[src/design/pin_router_map.svh]
// Register offsets, field positions, reset values for the pin router
`ifndef PIN_ROUTER_MAP_SVH
`define PIN_ROUTER_MAP_SVH
// Register indices; each register owns one aligned word at four times its index
`define ROUTING_INDEX 10'h08C
`define GP_STATUS_INDEX 10'h088
`define GP_INPUT_INDEX 10'h08A
`define GP_OUTPUT_INDEX 10'h08B
`define ROUTING_OFFSET {`ROUTING_INDEX, 2'b00}
`define GP_STATUS_OFFSET {`GP_STATUS_INDEX, 2'b00}
`define GP_INPUT_OFFSET {`GP_INPUT_INDEX, 2'b00}
`define GP_OUTPUT_OFFSET {`GP_OUTPUT_INDEX, 2'b00}
`define ROUTING_RESET 32'h00001000
`define ROUTING_WMASK 32'h0FFFFFFF
`define FIELD_W 4
`define PIN_COUNT 7
`define GP_W 5
`endif

[src/design/pin_router_pkg.sv]
// Types for the multifunction pin router
package pin_router_pkg;
	typedef logic [3:0] sel_t;
	typedef logic [4:0] gp_t;
	typedef enum logic [1:0] {
		LOAD_IDLE = 2'b01,
		LOAD_DONE = 2'b10
	} load_state_t;
endpackage : pin_router_pkg

[src/design/multifunction_pin_router.sv]
// Multifunction pin router with APB register access
//
// The APB register port was decided locally.
`timescale 1ns/10ps
`include "pin_router_map.svh"
module multifunction_pin_router
	import pin_router_pkg::*;
(
	input wire logic pclk,
	input wire logic presetn,
	input wire logic global_reset_n,
	input wire logic psel,
	input wire logic penable,
	input wire logic pwrite,
	input wire logic [11:0] paddr,
	input wire logic [31:0] pwdata,
	input wire logic [3:0] pstrb,
	output logic [31:0] prdata,
	output logic pready,
	output logic pslverr,
	input wire logic eeprom_load_valid,
	input wire logic [31:0] eeprom_load_data,
	input wire logic clock_run_src,
	input wire logic serialized_irq_src,
	input wire logic [15:0] irq_src,
	input wire logic [3:0] intx_src,
	input wire logic pc_pci_grant,
	input wire logic pc_pci_request,
	input wire logic smartcard_debug_tx,
	input wire logic card_audio_pwm,
	input wire logic flash_media_activity_led,
	input wire logic firewire_link_led,
	input wire logic socket_activity_led_1,
	input wire logic socket_activity_led_2,
	input wire logic combined_socket_led,
	input wire logic general_event_out,
	input wire logic ring_indicate_out,
	input wire logic diagnostic_observe_out,
	input wire logic [6:0] multi_pin_in,
	output logic [6:0] multi_pin_out,
	output logic [6:0] multi_pin_oe,
	output logic smartcard_debug_rx
);
	// Function classes that a decoded code resolves to
	localparam logic [2:0] K_RSVD = 3'h0;
	localparam logic [2:0] K_GPI = 3'h1;
	localparam logic [2:0] K_OUT = 3'h2;
	localparam logic [2:0] K_RX = 3'h3;

	logic [31:0] routing_q;
	logic [31:0] routing_d;
	gp_t gp_out_q;
	gp_t gp_status_q;
	gp_t gp_in_q;
	gp_t gp_meta_q;
	gp_t gp_prev_q;
	logic [6:0] pin_meta_q;
	logic [6:0] pin_sync_q;
	logic rx_q;
	load_state_t load_q;

	// Resolve pin, code to class and the driven level
	function automatic logic [3:0] route(input int unsigned pin, input sel_t c);
		logic [2:0] k;
		logic v;
		k = K_OUT;
		v = 1'b0;
		case (pin)
			6, 3: begin
				if (c == 4'h0) k = K_RSVD;
				else if (c == 4'h1) v = (pin == 6) ? clock_run_src : serialized_irq_src;
				else v = irq_src[c];
			end
			5: case (c)
				4'h0: k = K_GPI;
				4'h1: v = gp_out_q[4];
				4'h2: v = pc_pci_grant;
				4'h3: v = irq_src[3];
				4'h4: k = K_RX;
				4'h5: v = irq_src[5];
				4'h8: v = card_audio_pwm;
				4'h9: v = irq_src[9];
				4'hA: v = flash_media_activity_led;
				4'hB: v = firewire_link_led;
				4'hC: v = socket_activity_led_1;
				4'hD: v = combined_socket_led;
				4'hE: v = general_event_out;
				4'hF: v = irq_src[15];
				default: k = K_RSVD;
			endcase
			4: case (c)
				4'h0: k = K_GPI;
				4'h1: v = gp_out_q[3];
				4'h3: v = irq_src[3];
				4'h4: v = irq_src[4];
				4'h5: v = smartcard_debug_tx;
				4'h8: v = card_audio_pwm;
				4'h9: v = irq_src[9];
				4'hA: v = intx_src[3];
				4'hB: v = flash_media_activity_led;
				4'hC: v = ring_indicate_out;
				4'hD: v = combined_socket_led;
				4'hE: v = general_event_out;
				4'hF: v = irq_src[15];
				default: k = K_RSVD;
			endcase
			2: case (c)
				4'h0: k = K_GPI;
				4'h1: v = gp_out_q[2];
				4'h2: v = pc_pci_request;
				4'h3: v = irq_src[3];
				4'h4: v = irq_src[4];
				4'h5: v = irq_src[5];
				4'h8: v = card_audio_pwm;
				4'h9: v = flash_media_activity_led;
				4'hA: v = irq_src[10];
				4'hB: v = intx_src[2];
				4'hC: v = ring_indicate_out;
				4'hD: v = diagnostic_observe_out;
				4'hE: v = general_event_out;
				4'hF: v = irq_src[7];
				default: k = K_RSVD;
			endcase
			default: case (c)
				4'h0: k = K_GPI;
				4'h1: v = gp_out_q[pin];
				4'h2: v = intx_src[pin];
				4'h3: v = irq_src[3];
				4'h4: v = irq_src[4];
				4'h5: v = irq_src[5];
				4'h8: v = card_audio_pwm;
				4'h9: v = irq_src[9];
				4'hA: v = irq_src[10];
				4'hB: v = irq_src[11];
				4'hC: v = socket_activity_led_1;
				4'hD: v = socket_activity_led_2;
				4'hE: v = general_event_out;
				4'hF: v = irq_src[15];
				default: k = K_RSVD;
			endcase
		endcase
		return {k, v};
	endfunction : route

	// Which pin feeds each general-purpose input bit
	function automatic int unsigned gp_pin(input int unsigned i);
		case (i)
			0: return 0;
			1: return 1;
			2: return 2;
			3: return 4;
			default: return 5;
		endcase
	endfunction : gp_pin

	logic [3:0] route_res [7];
	logic [6:0] pin_is_gpi;
	logic [6:0] pin_is_rx;
	gp_t gp_live;

	always_comb begin
		for (int p = 0; p < `PIN_COUNT; p++) begin
			route_res[p] = route(p, routing_q[p*4 +: 4]);
			pin_is_gpi[p] = route_res[p][3:1] == K_GPI;
			pin_is_rx[p] = route_res[p][3:1] == K_RX;
			multi_pin_oe[p] = route_res[p][3:1] == K_OUT;
			multi_pin_out[p] = multi_pin_oe[p] & route_res[p][0];
		end
		for (int i = 0; i < `GP_W; i++) begin
			gp_live[i] = pin_is_gpi[gp_pin(i)] & pin_sync_q[gp_pin(i)];
		end
	end

	wire acc = psel & penable;
	wire wr_route = acc & pwrite & (paddr == `ROUTING_OFFSET);
	wire wr_gpo = acc & pwrite & (paddr == `GP_OUTPUT_OFFSET);
	wire wr_stat = acc & pwrite & (paddr == `GP_STATUS_OFFSET);
	wire [31:0] strb_mask = {{8{pstrb[3]}}, {8{pstrb[2]}}, {8{pstrb[1]}}, {8{pstrb[0]}}};
	wire [31:0] route_wmask = strb_mask & `ROUTING_WMASK;
	wire gp_t gp_change = (gp_in_q ^ gp_prev_q);

	assign routing_d = (routing_q & ~route_wmask) | (pwdata & route_wmask);
	assign pready = 1'b1;
	wire hit = (paddr == `ROUTING_OFFSET) | (paddr == `GP_OUTPUT_OFFSET)
		| (paddr == `GP_STATUS_OFFSET) | (paddr == `GP_INPUT_OFFSET);
	assign pslverr = acc & ~hit;
	assign smartcard_debug_rx = rx_q;

	// Routing held only by global reset; bus reset leaves it
	always_ff @(posedge pclk or negedge global_reset_n) begin
		if (!global_reset_n) begin
			routing_q <= `ROUTING_RESET;
			gp_out_q <= '0;
			gp_status_q <= '0;
			load_q <= LOAD_IDLE;
		end else begin
			case (load_q)
				LOAD_IDLE: begin
					if (eeprom_load_valid) begin
						routing_q <= eeprom_load_data & `ROUTING_WMASK;
						load_q <= LOAD_DONE;
					end else if (wr_route) begin
						routing_q <= routing_d;
						load_q <= LOAD_DONE;
					end
				end
				LOAD_DONE: if (wr_route) routing_q <= routing_d;
				default: load_q <= LOAD_IDLE;
			endcase
			if (wr_gpo && pstrb[0]) gp_out_q <= pwdata[4:0];
			// Set wins over write-one clear
			gp_status_q <= (gp_status_q & ~(wr_stat && pstrb[0] ? pwdata[4:0] : 5'h00))
				| gp_change;
		end
	end

	always_ff @(posedge pclk or negedge presetn) begin
		if (!presetn) begin
			pin_meta_q <= '0;
			pin_sync_q <= '0;
			gp_in_q <= '0;
			gp_prev_q <= '0;
			rx_q <= 1'b0;
			prdata <= '0;
		end else begin
			pin_meta_q <= multi_pin_in;
			pin_sync_q <= pin_meta_q;
			gp_in_q <= gp_live;
			gp_prev_q <= gp_in_q;
			rx_q <= pin_is_rx[5] & pin_sync_q[5];
			if (psel && !penable && !pwrite) begin
				case (paddr)
					`ROUTING_OFFSET: prdata <= routing_q & `ROUTING_WMASK;
					`GP_OUTPUT_OFFSET: prdata <= {27'h0000000, gp_out_q};
					`GP_STATUS_OFFSET: prdata <= {27'h0000000, gp_status_q};
					`GP_INPUT_OFFSET: prdata <= {27'h0000000, gp_in_q};
					default: prdata <= '0;
				endcase
			end
		end
	end

	property p_top_zero;
		@(posedge pclk) disable iff (!presetn)
		psel && !penable && !pwrite && paddr == `ROUTING_OFFSET |=> prdata[31:28] == 4'h0;
	endproperty
	a_top_zero: assert property (p_top_zero) else $error("top nibble not zero");
	property p_write_route;
		@(posedge pclk) disable iff (!global_reset_n)
		wr_route && pstrb == 4'hF |=> routing_q == (($past(pwdata)) & `ROUTING_WMASK);
	endproperty
	a_write_route: assert property (p_write_route) else $error("routing write lost");
	property p_rsvd_undriven;
		@(posedge pclk) disable iff (!presetn)
		routing_q[27:24] == 4'h0 |-> !multi_pin_oe[6];
	endproperty
	a_rsvd_undriven: assert property (p_rsvd_undriven) else $error("reserved pin driven");
	property p_gpo_drive;
		@(posedge pclk) disable iff (!presetn)
		routing_q[3:0] == 4'h1 |-> multi_pin_oe[0] && multi_pin_out[0] == gp_out_q[0];
	endproperty
	a_gpo_drive: assert property (p_gpo_drive) else $error("output not from register");
	property p_gpi_event;
		@(posedge pclk) disable iff (!global_reset_n || !presetn)
		gp_in_q[0] != gp_prev_q[0] |=> gp_status_q[0];
	endproperty
	a_gpi_event: assert property (p_gpi_event) else $error("input change missed");
	property p_pin3_serialized_irq;
		@(posedge pclk) disable iff (!presetn)
		routing_q[15:12] == 4'h1 |-> multi_pin_oe[3] && multi_pin_out[3] == serialized_irq_src;
	endproperty
	a_pin3_serialized_irq: assert property (p_pin3_serialized_irq) else $error("pin 3 route wrong");
	property p_pin5_rsvd;
		@(posedge pclk) disable iff (!presetn)
		routing_q[23:21] == 3'h3 |-> !multi_pin_oe[5];
	endproperty
	a_pin5_rsvd: assert property (p_pin5_rsvd) else $error("pin 5 reserved driven");
	property p_keep_route;
		@(posedge pclk) disable iff (!global_reset_n)
		!wr_route && !eeprom_load_valid |=> $stable(routing_q);
	endproperty
	a_keep_route: assert property (p_keep_route) else $error("routing changed");
	property p_eeprom_load;
		@(posedge pclk) disable iff (!global_reset_n)
		load_q == LOAD_IDLE && eeprom_load_valid
			|=> routing_q == ($past(eeprom_load_data) & `ROUTING_WMASK);
	endproperty
	a_eeprom_load: assert property (p_eeprom_load) else $error("preload lost");
endmodule : multifunction_pin_router

[config.mk]
export PLATFORM = sky130hd
export DESIGN_NAME = multifunction_pin_router
export DESIGN_NICKNAME = d
export VERILOG_FILES = /design/src/design/pin_router_pkg.sv /design/src/design/multifunction_pin_router.sv
export VERILOG_INCLUDE_DIRS = /design/src /design/src/design
export SDC_FILE = /design/constraint.sdc
export NUM_CORES = 1
export LEC_CHECK = 0
export ABC_AREA = 1
export BUFFER_PORTS_ARGS = -buffer_cell sky130_fd_sc_hd__buf_2
export CAP_MARGIN = 20
export CORE_MARGIN = 3
export CORE_UTILIZATION = 45
export DETAILED_ROUTE_END_ITERATION = 10
export GPL_TIMING_DRIVEN = 0
export PLACE_DENSITY = 0.74
export SYNTH_ARGS = -nofsm -noshare
export SYNTH_HDL_FRONTEND = slang
export SYNTH_SLANG_ARGS = --single-unit
[constraint.sdc]
create_clock -name pclk -period 1.7 [get_ports pclk]
set_input_delay 0.255 -clock pclk [delete_from_list [all_inputs] [get_ports pclk]]
set_output_delay 0.255 -clock pclk [all_outputs]
set_load 0.1 [all_outputs]
# Word-level counts from Yosys, hierarchy flattened
# Cells that the tools add are included.
[word_totals] elab_cells=178 in_bits=128 reg_bits=99 out_inout_bits=49
[classes] n_reduce_logical=20 bitwise_logic=32 n_eq_ne=86 n_mux=28 order_cmp=2
[ops] op="$eq A4 B4 Y1 const B" count=40
[ops] op="$pmux W28 S4" count=1
[ops] op="$mux W32" count=2
[ops] op="$pmux W32 S2" count=1
[ops] op="$eq A12 B10 Y1 const B" count=4
[ops] op="$eq A4 B3 Y1 const B" count=10
[ops] op="$pmux W1 S13" count=3
[ops] op="$reduce_or A13 Y1" count=3
[ops] op="$eq A4 B2 Y1 const B" count=9
[ops] op="$and A32 B28 Y32" count=1
[ops] op="$and A32 B32 Y32" count=1
[ops] op="$not A28 Y32" count=1
[ops] op="$or A32 B32 Y32" count=1
[ops] op="$eq A4 B1 Y1 const B" count=7
[ops] op="$logic_not A4 Y1" count=7
[ops] op="$eq A3 B2 Y1 const B" count=8
[ops] op="$pmux W1 S12" count=2
[ops] op="$reduce_or A12 Y1" count=2
[ops] op="$pmux W2 S2" count=5
[ops] op="$and A1 B1 Y1" count=19
[ops] op="$eq A3 B1 Y1 const B" count=5
[ops] op="$lt A4 B5 Y1 const B" count=2
[ops] op="$bmux W1 S4" count=2
[ops] op="$mux W2" count=4
[ops] op="other kinds (16)" count=28

# Logic depth before layout (Yosys ltp)
[logic_depth] word_depth=8 ltp_mapped=11 ltp_nobuf=9

# Least setup slack after synthesis
# OpenSTA, ideal clock, no wires.
[synth_path] kind="input-to-output" startpoint="input paddr[9]" endpoint="output pslverr" required_time_ns=1.445 path_slack_ns=-0.762 path_buffers=2 path_stages=9 arrival_time_ns=2.207 cell_sequence="inv_1 nor2_1 nand2_1 inv_2 buf_2 buf_4 o2111ai_1 nand2_1 nor2_1"
[synth_between] elab_chain_len=6 elab_cells_between_ends=9 classes_between="eq/ne (4); bitwise (5)"
[synth_rtl] element="start: declaration" line="multifunction_pin_router.sv:15" rtl="input wire logic [11:0] paddr,"
[synth_rtl] element="$eq A12 B10 Y1"
[synth_rtl] element="$or A1 B1 Y1 (2 in a row)" line="multifunction_pin_router.sv:184" rtl="wire hit = (paddr == `ROUTING_OFFSET) | (paddr == `GP_OUTPUT_OFFSET)"
[synth_rtl] element="$or A1 B1 Y1 (*)" line="multifunction_pin_router.sv:184"
[synth_rtl] element="$not A1 Y1 (*)" line="multifunction_pin_router.sv:186" rtl="assign pslverr = acc & ~hit;"
[synth_rtl] element="$and A1 B1 Y1 (*)" line="multifunction_pin_router.sv:186"
[synth_rtl] element="end: declaration" line="multifunction_pin_router.sv:20" rtl="output logic pslverr,"
# Mark *: on every way between the ends. The rest lies on a longest branch, timed or not.

# Final worst setup path
[layout_path] startpoint="register routing_q[12]" endpoint="output multi_pin_out[3]"
[layout_between] elab_chain_len=5 elab_cells_between_ends=9 classes_between="eq/ne (2); mux (5); bitwise (1); reduce/logical (1)"
[layout_rtl] element="start: declaration" line="multifunction_pin_router.sv:50" rtl="logic [31:0] routing_q;"
[layout_rtl] element="start signal: assignment" line="multifunction_pin_router.sv:192" rtl="routing_q <= `ROUTING_RESET;"
[layout_rtl] element="start signal: assignment" line="multifunction_pin_router.sv:200" rtl="routing_q <= eeprom_load_data & `ROUTING_WMASK;"
[layout_rtl] element="start signal: assignment" line="multifunction_pin_router.sv:203" rtl="routing_q <= routing_d;"
[layout_rtl] element="$bmux W1 S4" line="multifunction_pin_router.sv:72" rtl="else v = irq_src[c];"
[layout_rtl] element="$mux W1 (not written as such)" line="multifunction_pin_router.sv:72"
[layout_rtl] element="$mux W1" line="multifunction_pin_router.sv:71" rtl="else if (c == 4'h1) v = (pin == 6) ? clock_run_src : serialized_irq_src;"
[layout_rtl] element="$mux W1" line="multifunction_pin_router.sv:70" rtl="if (c == 4'h0) k = K_RSVD;"
[layout_rtl] element="$and A1 B1 Y1 (*)" line="multifunction_pin_router.sv:167" rtl="multi_pin_out[p] = multi_pin_oe[p] & route_res[p][0];"
[layout_rtl] element="end: declaration" line="multifunction_pin_router.sv:40" rtl="output logic [6:0] multi_pin_out,"
# Mark *: on every way between the ends. The rest lies on a longest branch, timed or not. The select of a mux whose other input is x is not followed.

==> parameters.txt <==
Parameter                              Value

Outcome
  Result of the run ... finished with violations
  Failing checks ... negative setup slack

Critical path
  Category of the worst setup path capture point ... output port
  Arrival @ worst endpoint ... 1.79 ns
  Crit Path Category ... reg -> out
  Crit-path max FO ... 8
  Required arrival time at the worst endpoint ... 1.44 ns
  Nature of the critical path startpoint ... flop

CTS
  CTS tree ... yes
  Count of H-tree levels built during CTS ... 3
  Worst-skew pair later-pin latency ... roughly 0.35 ns
  Max Root-Sink Buffers ... 2
  CTS Buf Count ... 9
  CTS Root Cell ... sky130_fd_sc_hd__clkbuf_16
  Count of clock tree sinks ... between 80 and 90
  Clk slew on worst S/H paths ... 0.07 ns

Floorplanning
  Die Area ... 14,100 um^2
  Starting density of the core ... 46.8%
  Site Rows ... 40
  I/O Pins ... approximately 180
  Standard cell core area ... 12,200 um^2
  Die X ... 119 um
  Die H ... around 120 um

Route
  Final routed DRC violation total ... 0
  Routed wire length per instance ... approximately 17 um
  Via-per-instance ratio ... 5.53
  Final wirelength ... about 21 mm
  Violation count after the first detailed-route iteration ... ~700
  Routed vias ... approximately 6,800
  Post-route ant nets ... 0
  TritonRoute pass-1 iters ... 6

Finish
  Share of post-route cells with drive strength above 1 ... between 30 and 40%
  Fillcell total ... roughly 1,100
  Final Net Count ... about 1,200
  Area Growth Syn to Fin ... 39.5%
  Final antenna diode count ... 0
  Total non-filler cell area in the finished layout ... 7970 um^2
  Most common library cell in the layout ignoring fill and taps ... sky130_fd_sc_hd__nand2_1
  Most frequent cells in the layout ... sky130_fd_sc_hd__nand2_1 (261), sky130_fd_sc_hd__buf_2 (151), sky130_fd_sc_hd__inv_1 (79)

Timing
  Worst clock skew ... 0.00971 ns
  Setup violation total in the final timing report ... 9
  Least setup slack across all paths after layout ... -0.343 ns
  Count of final hold-check violations ... 0
  Slew at the pin closest to its max-slew limit ... 1.03 ns
  Unrepaired setup endpoints after global routing ... true
  Ratio of final minimum period to clock period ... 120%
  Normalized max-slew margin ... between 30% and 40%
  Final critical-path required period ... slightly above 2 ns
  Summed negative setup slack over all endpoints ... -1.74 ns
  Max Clk Rate ... between 0.4 and 0.5 GHz
  Fin. max-slew vios ... 0

Global routing
  Via count of the first global-routing pass ... about 6,400
  Total congestion overflow after global routing ... 0
  Largest net degree at the start of global routing ... 41
  First-pass GRT wire length ... 32.3 mm
  Initial antenna violation count ... 0
  Combined global-route utilization of all metal layers ... between 20% and 30%

Power and ir drop
  VDD IR-drop max ... about 1.8 mV
  Power per cell area ... around 1900 nW/um^2
  Power share of the clock group ... 13.3%
  Leakage ... between 4 and 5 nW
  Net Sw Frac ... slightly above 50%
  Seq pwr share ... 22.2%
  Internal power of the cells ... between 0.007 and 0.008 W
  Share of power burned in combinational logic ... 64.5%
  NetSw ... 0.00790 W

Placed design
  Post-placement cell area ... around 6800 um^2
  Final RePlAce weighted congestion ... around 0.93
  IO buf count ... approximately 160
  Total half-perimeter wirelength after legalization and detailed placement ... roughly 15 mm

Min path
  Hold WC Path Type ... in -> reg

Synthesis
  Number of distinct library cell variants in the gate-level netlist after synthesis ... 36
  Synth Instances ... 838
  Share of synthesized flip-flops with an asynchronous set or reset ... between 90% and 100%
  Cell area after synthesis ... about 5700 um^2
  Share of synthesized area occupied by flip-flops and latches ... about 39%
  Predominant post-synthesis flop cell ... sky130_fd_sc_hd__dfrtp_1
  Number of flops mapped to enable cells by yosys ... 0
  Warnings, synthesis ... 0
  Avg Inst Size Synth ... slightly below 7 um^2
  Number of synthesized register bits ... just under 90

Flow run
  Max_cap viols ... 0
-- power groups by stage --
stage | Clock, W | Combinational [W] | Sequential, W
finish | 0.00206 | 0.00995 | 0.00343
global route | 0.00218 | 0.0107 | 0.00348
CTS | 0.00207 | 0.00888 | 0.00331
detailed placement | 0 | 0.00745 | 0.00313
global placement | 0 | 0.00737 | 0.00312
floorplan | 0 | 0.00590 | 0.00302
-- flip-flops by register name, summed over array words and instances (netlist names) --
signal	flops
prdata	28
gp_in_q	5
smartcard_debug_rx	1
gp_out_q	5
gp_status_q	5
pin_sync_q	5
load_q	2
pin_meta_q	5
routing_q	28
gp_prev_q	5
-- path summary, 6_finish.rpt --
path | slack [ns] | from | cells past startpoint | to
min in group asynchronous | 0.08 | global_reset_n | 1 | load_q[1]
min | 0.004 | multi_pin_in[5] | 1 | pin_meta_q[5]
max reg2reg | 0.08 | load_q[0] | 10 | routing_q[4]
max in group asynchronous | 0.81 | presetn | 3 | prdata[20]
min reg2reg | 0.35 | pin_meta_q[2] | 0 | pin_sync_q[2]
max | -0.34 | routing_q[12] | 9 | multi_pin_out[3]
-- critical path, stage by stage, from the launching register on --
cell                         delay (ns)
sky130_fd_sc_hd__dfstp_2           0.57
sky130_fd_sc_hd__buf_8             0.13
sky130_fd_sc_hd__nand2_2           0.05
sky130_fd_sc_hd__o211ai_1          0.09
sky130_fd_sc_hd__nand3_1           0.09
sky130_fd_sc_hd__o21ai_1           0.08
sky130_fd_sc_hd__nand2_1           0.08
sky130_fd_sc_hd__nand2_2           0.09
sky130_fd_sc_hd__clkinvlp_4        0.10
sky130_fd_sc_hd__buf_12            0.17
-- per-layer routing --
metal	part of all wire, %	GRT usage, %	wire length [um]	vias to the layer above
met3	11	6.89	2340	61
met2	46	45.0	9710	455
met4	3.2	10.3	665	0
met1	40	38.6	8330	3079
li1	-	-	-	3179
met5	0	0	0	-
-- synthesized netlist by cell type, types with 7 or more instances --
cell,n,area [um^2]
sky130_fd_sc_hd__o22ai_1,8,50.1
sky130_fd_sc_hd__dfrtp_1,87,2180
sky130_fd_sc_hd__a21oi_1,10,50.1
sky130_fd_sc_hd__inv_1,96,360
sky130_fd_sc_hd__nand3_1,77,385
sky130_fd_sc_hd__buf_2,9,45.0
sky130_fd_sc_hd__nand2_1,281,1050
sky130_fd_sc_hd__xnor2_1,8,70.1
sky130_fd_sc_hd__o31ai_1,23,173
sky130_fd_sc_hd__clkbuf_1,31,116
sky130_fd_sc_hd__o21ai_0,81,405
sky130_fd_sc_hd__nand4_1,34,213
sky130_fd_sc_hd__nor2_1,38,143
sky130_fd_sc_hd__buf_4,7,52.6
sky130_fd_sc_hd__o211ai_1,7,52.6
-- cells by family (layout without fill, tap and decap cells) --
kind of cell             after synthesis  after routing  synth area share (%)
other                                  2              5                 0.131
XOR/XNOR                               8              8                  1.23
AO/OA/AOI/OAI                        141            141                  14.5
AND/OR/NAND/NOR                      448            448                  34.0
adder cells (fa/ha/maj)                2              2                 0.438
flip-flops                            89             89                  39.0
buffers and inverters                148            363                  10.6
-- timing repair --
item,4_1_cts,5_1_grt
setup buffers,30,16
hold buffers,1,0
pin swaps,19,17
endpoints found under the hold margin,14,0
gates cloned,0,1
gates resized for setup,123,85
endpoints found under the setup margin,38,37
-- per-stage QoR --
stage | total power, W | util (%) | setup slack (ns) | cells | hold slack, ns
floorplan | 0.00892 | - | -0.534 | 841 | -0.0406
global placement | 0.0105 | 55.7 | -0.334 | 1167 | 0.333
detailed placement | 0.0106 | 55.8 | -0.368 | 1168 | 0.200
CTS | 0.0143 | 62.5 | -0.356 | 1208 | 0.00469
global route | 0.0163 | 65.3 | -0.439 | 1224 | 0.00274
finish | 0.0154 | 65.3 | -0.343 | 1224 | 0.00372
-- cell type report --
cell class	instances	area, um^2	area share, %
flip-flops and latches	89	2250	28.2
repair buffers	206	1360	17.1
multi-input cells	604	3140	39.4
plain buffers	43	303	3.80
clock buffers	9	225	2.83
inverters	98	404	5.07
clock inverters	7	77.6	0.973
well taps	168	210	2.64
No activity file was read; power rests on OpenSTA's default activity.
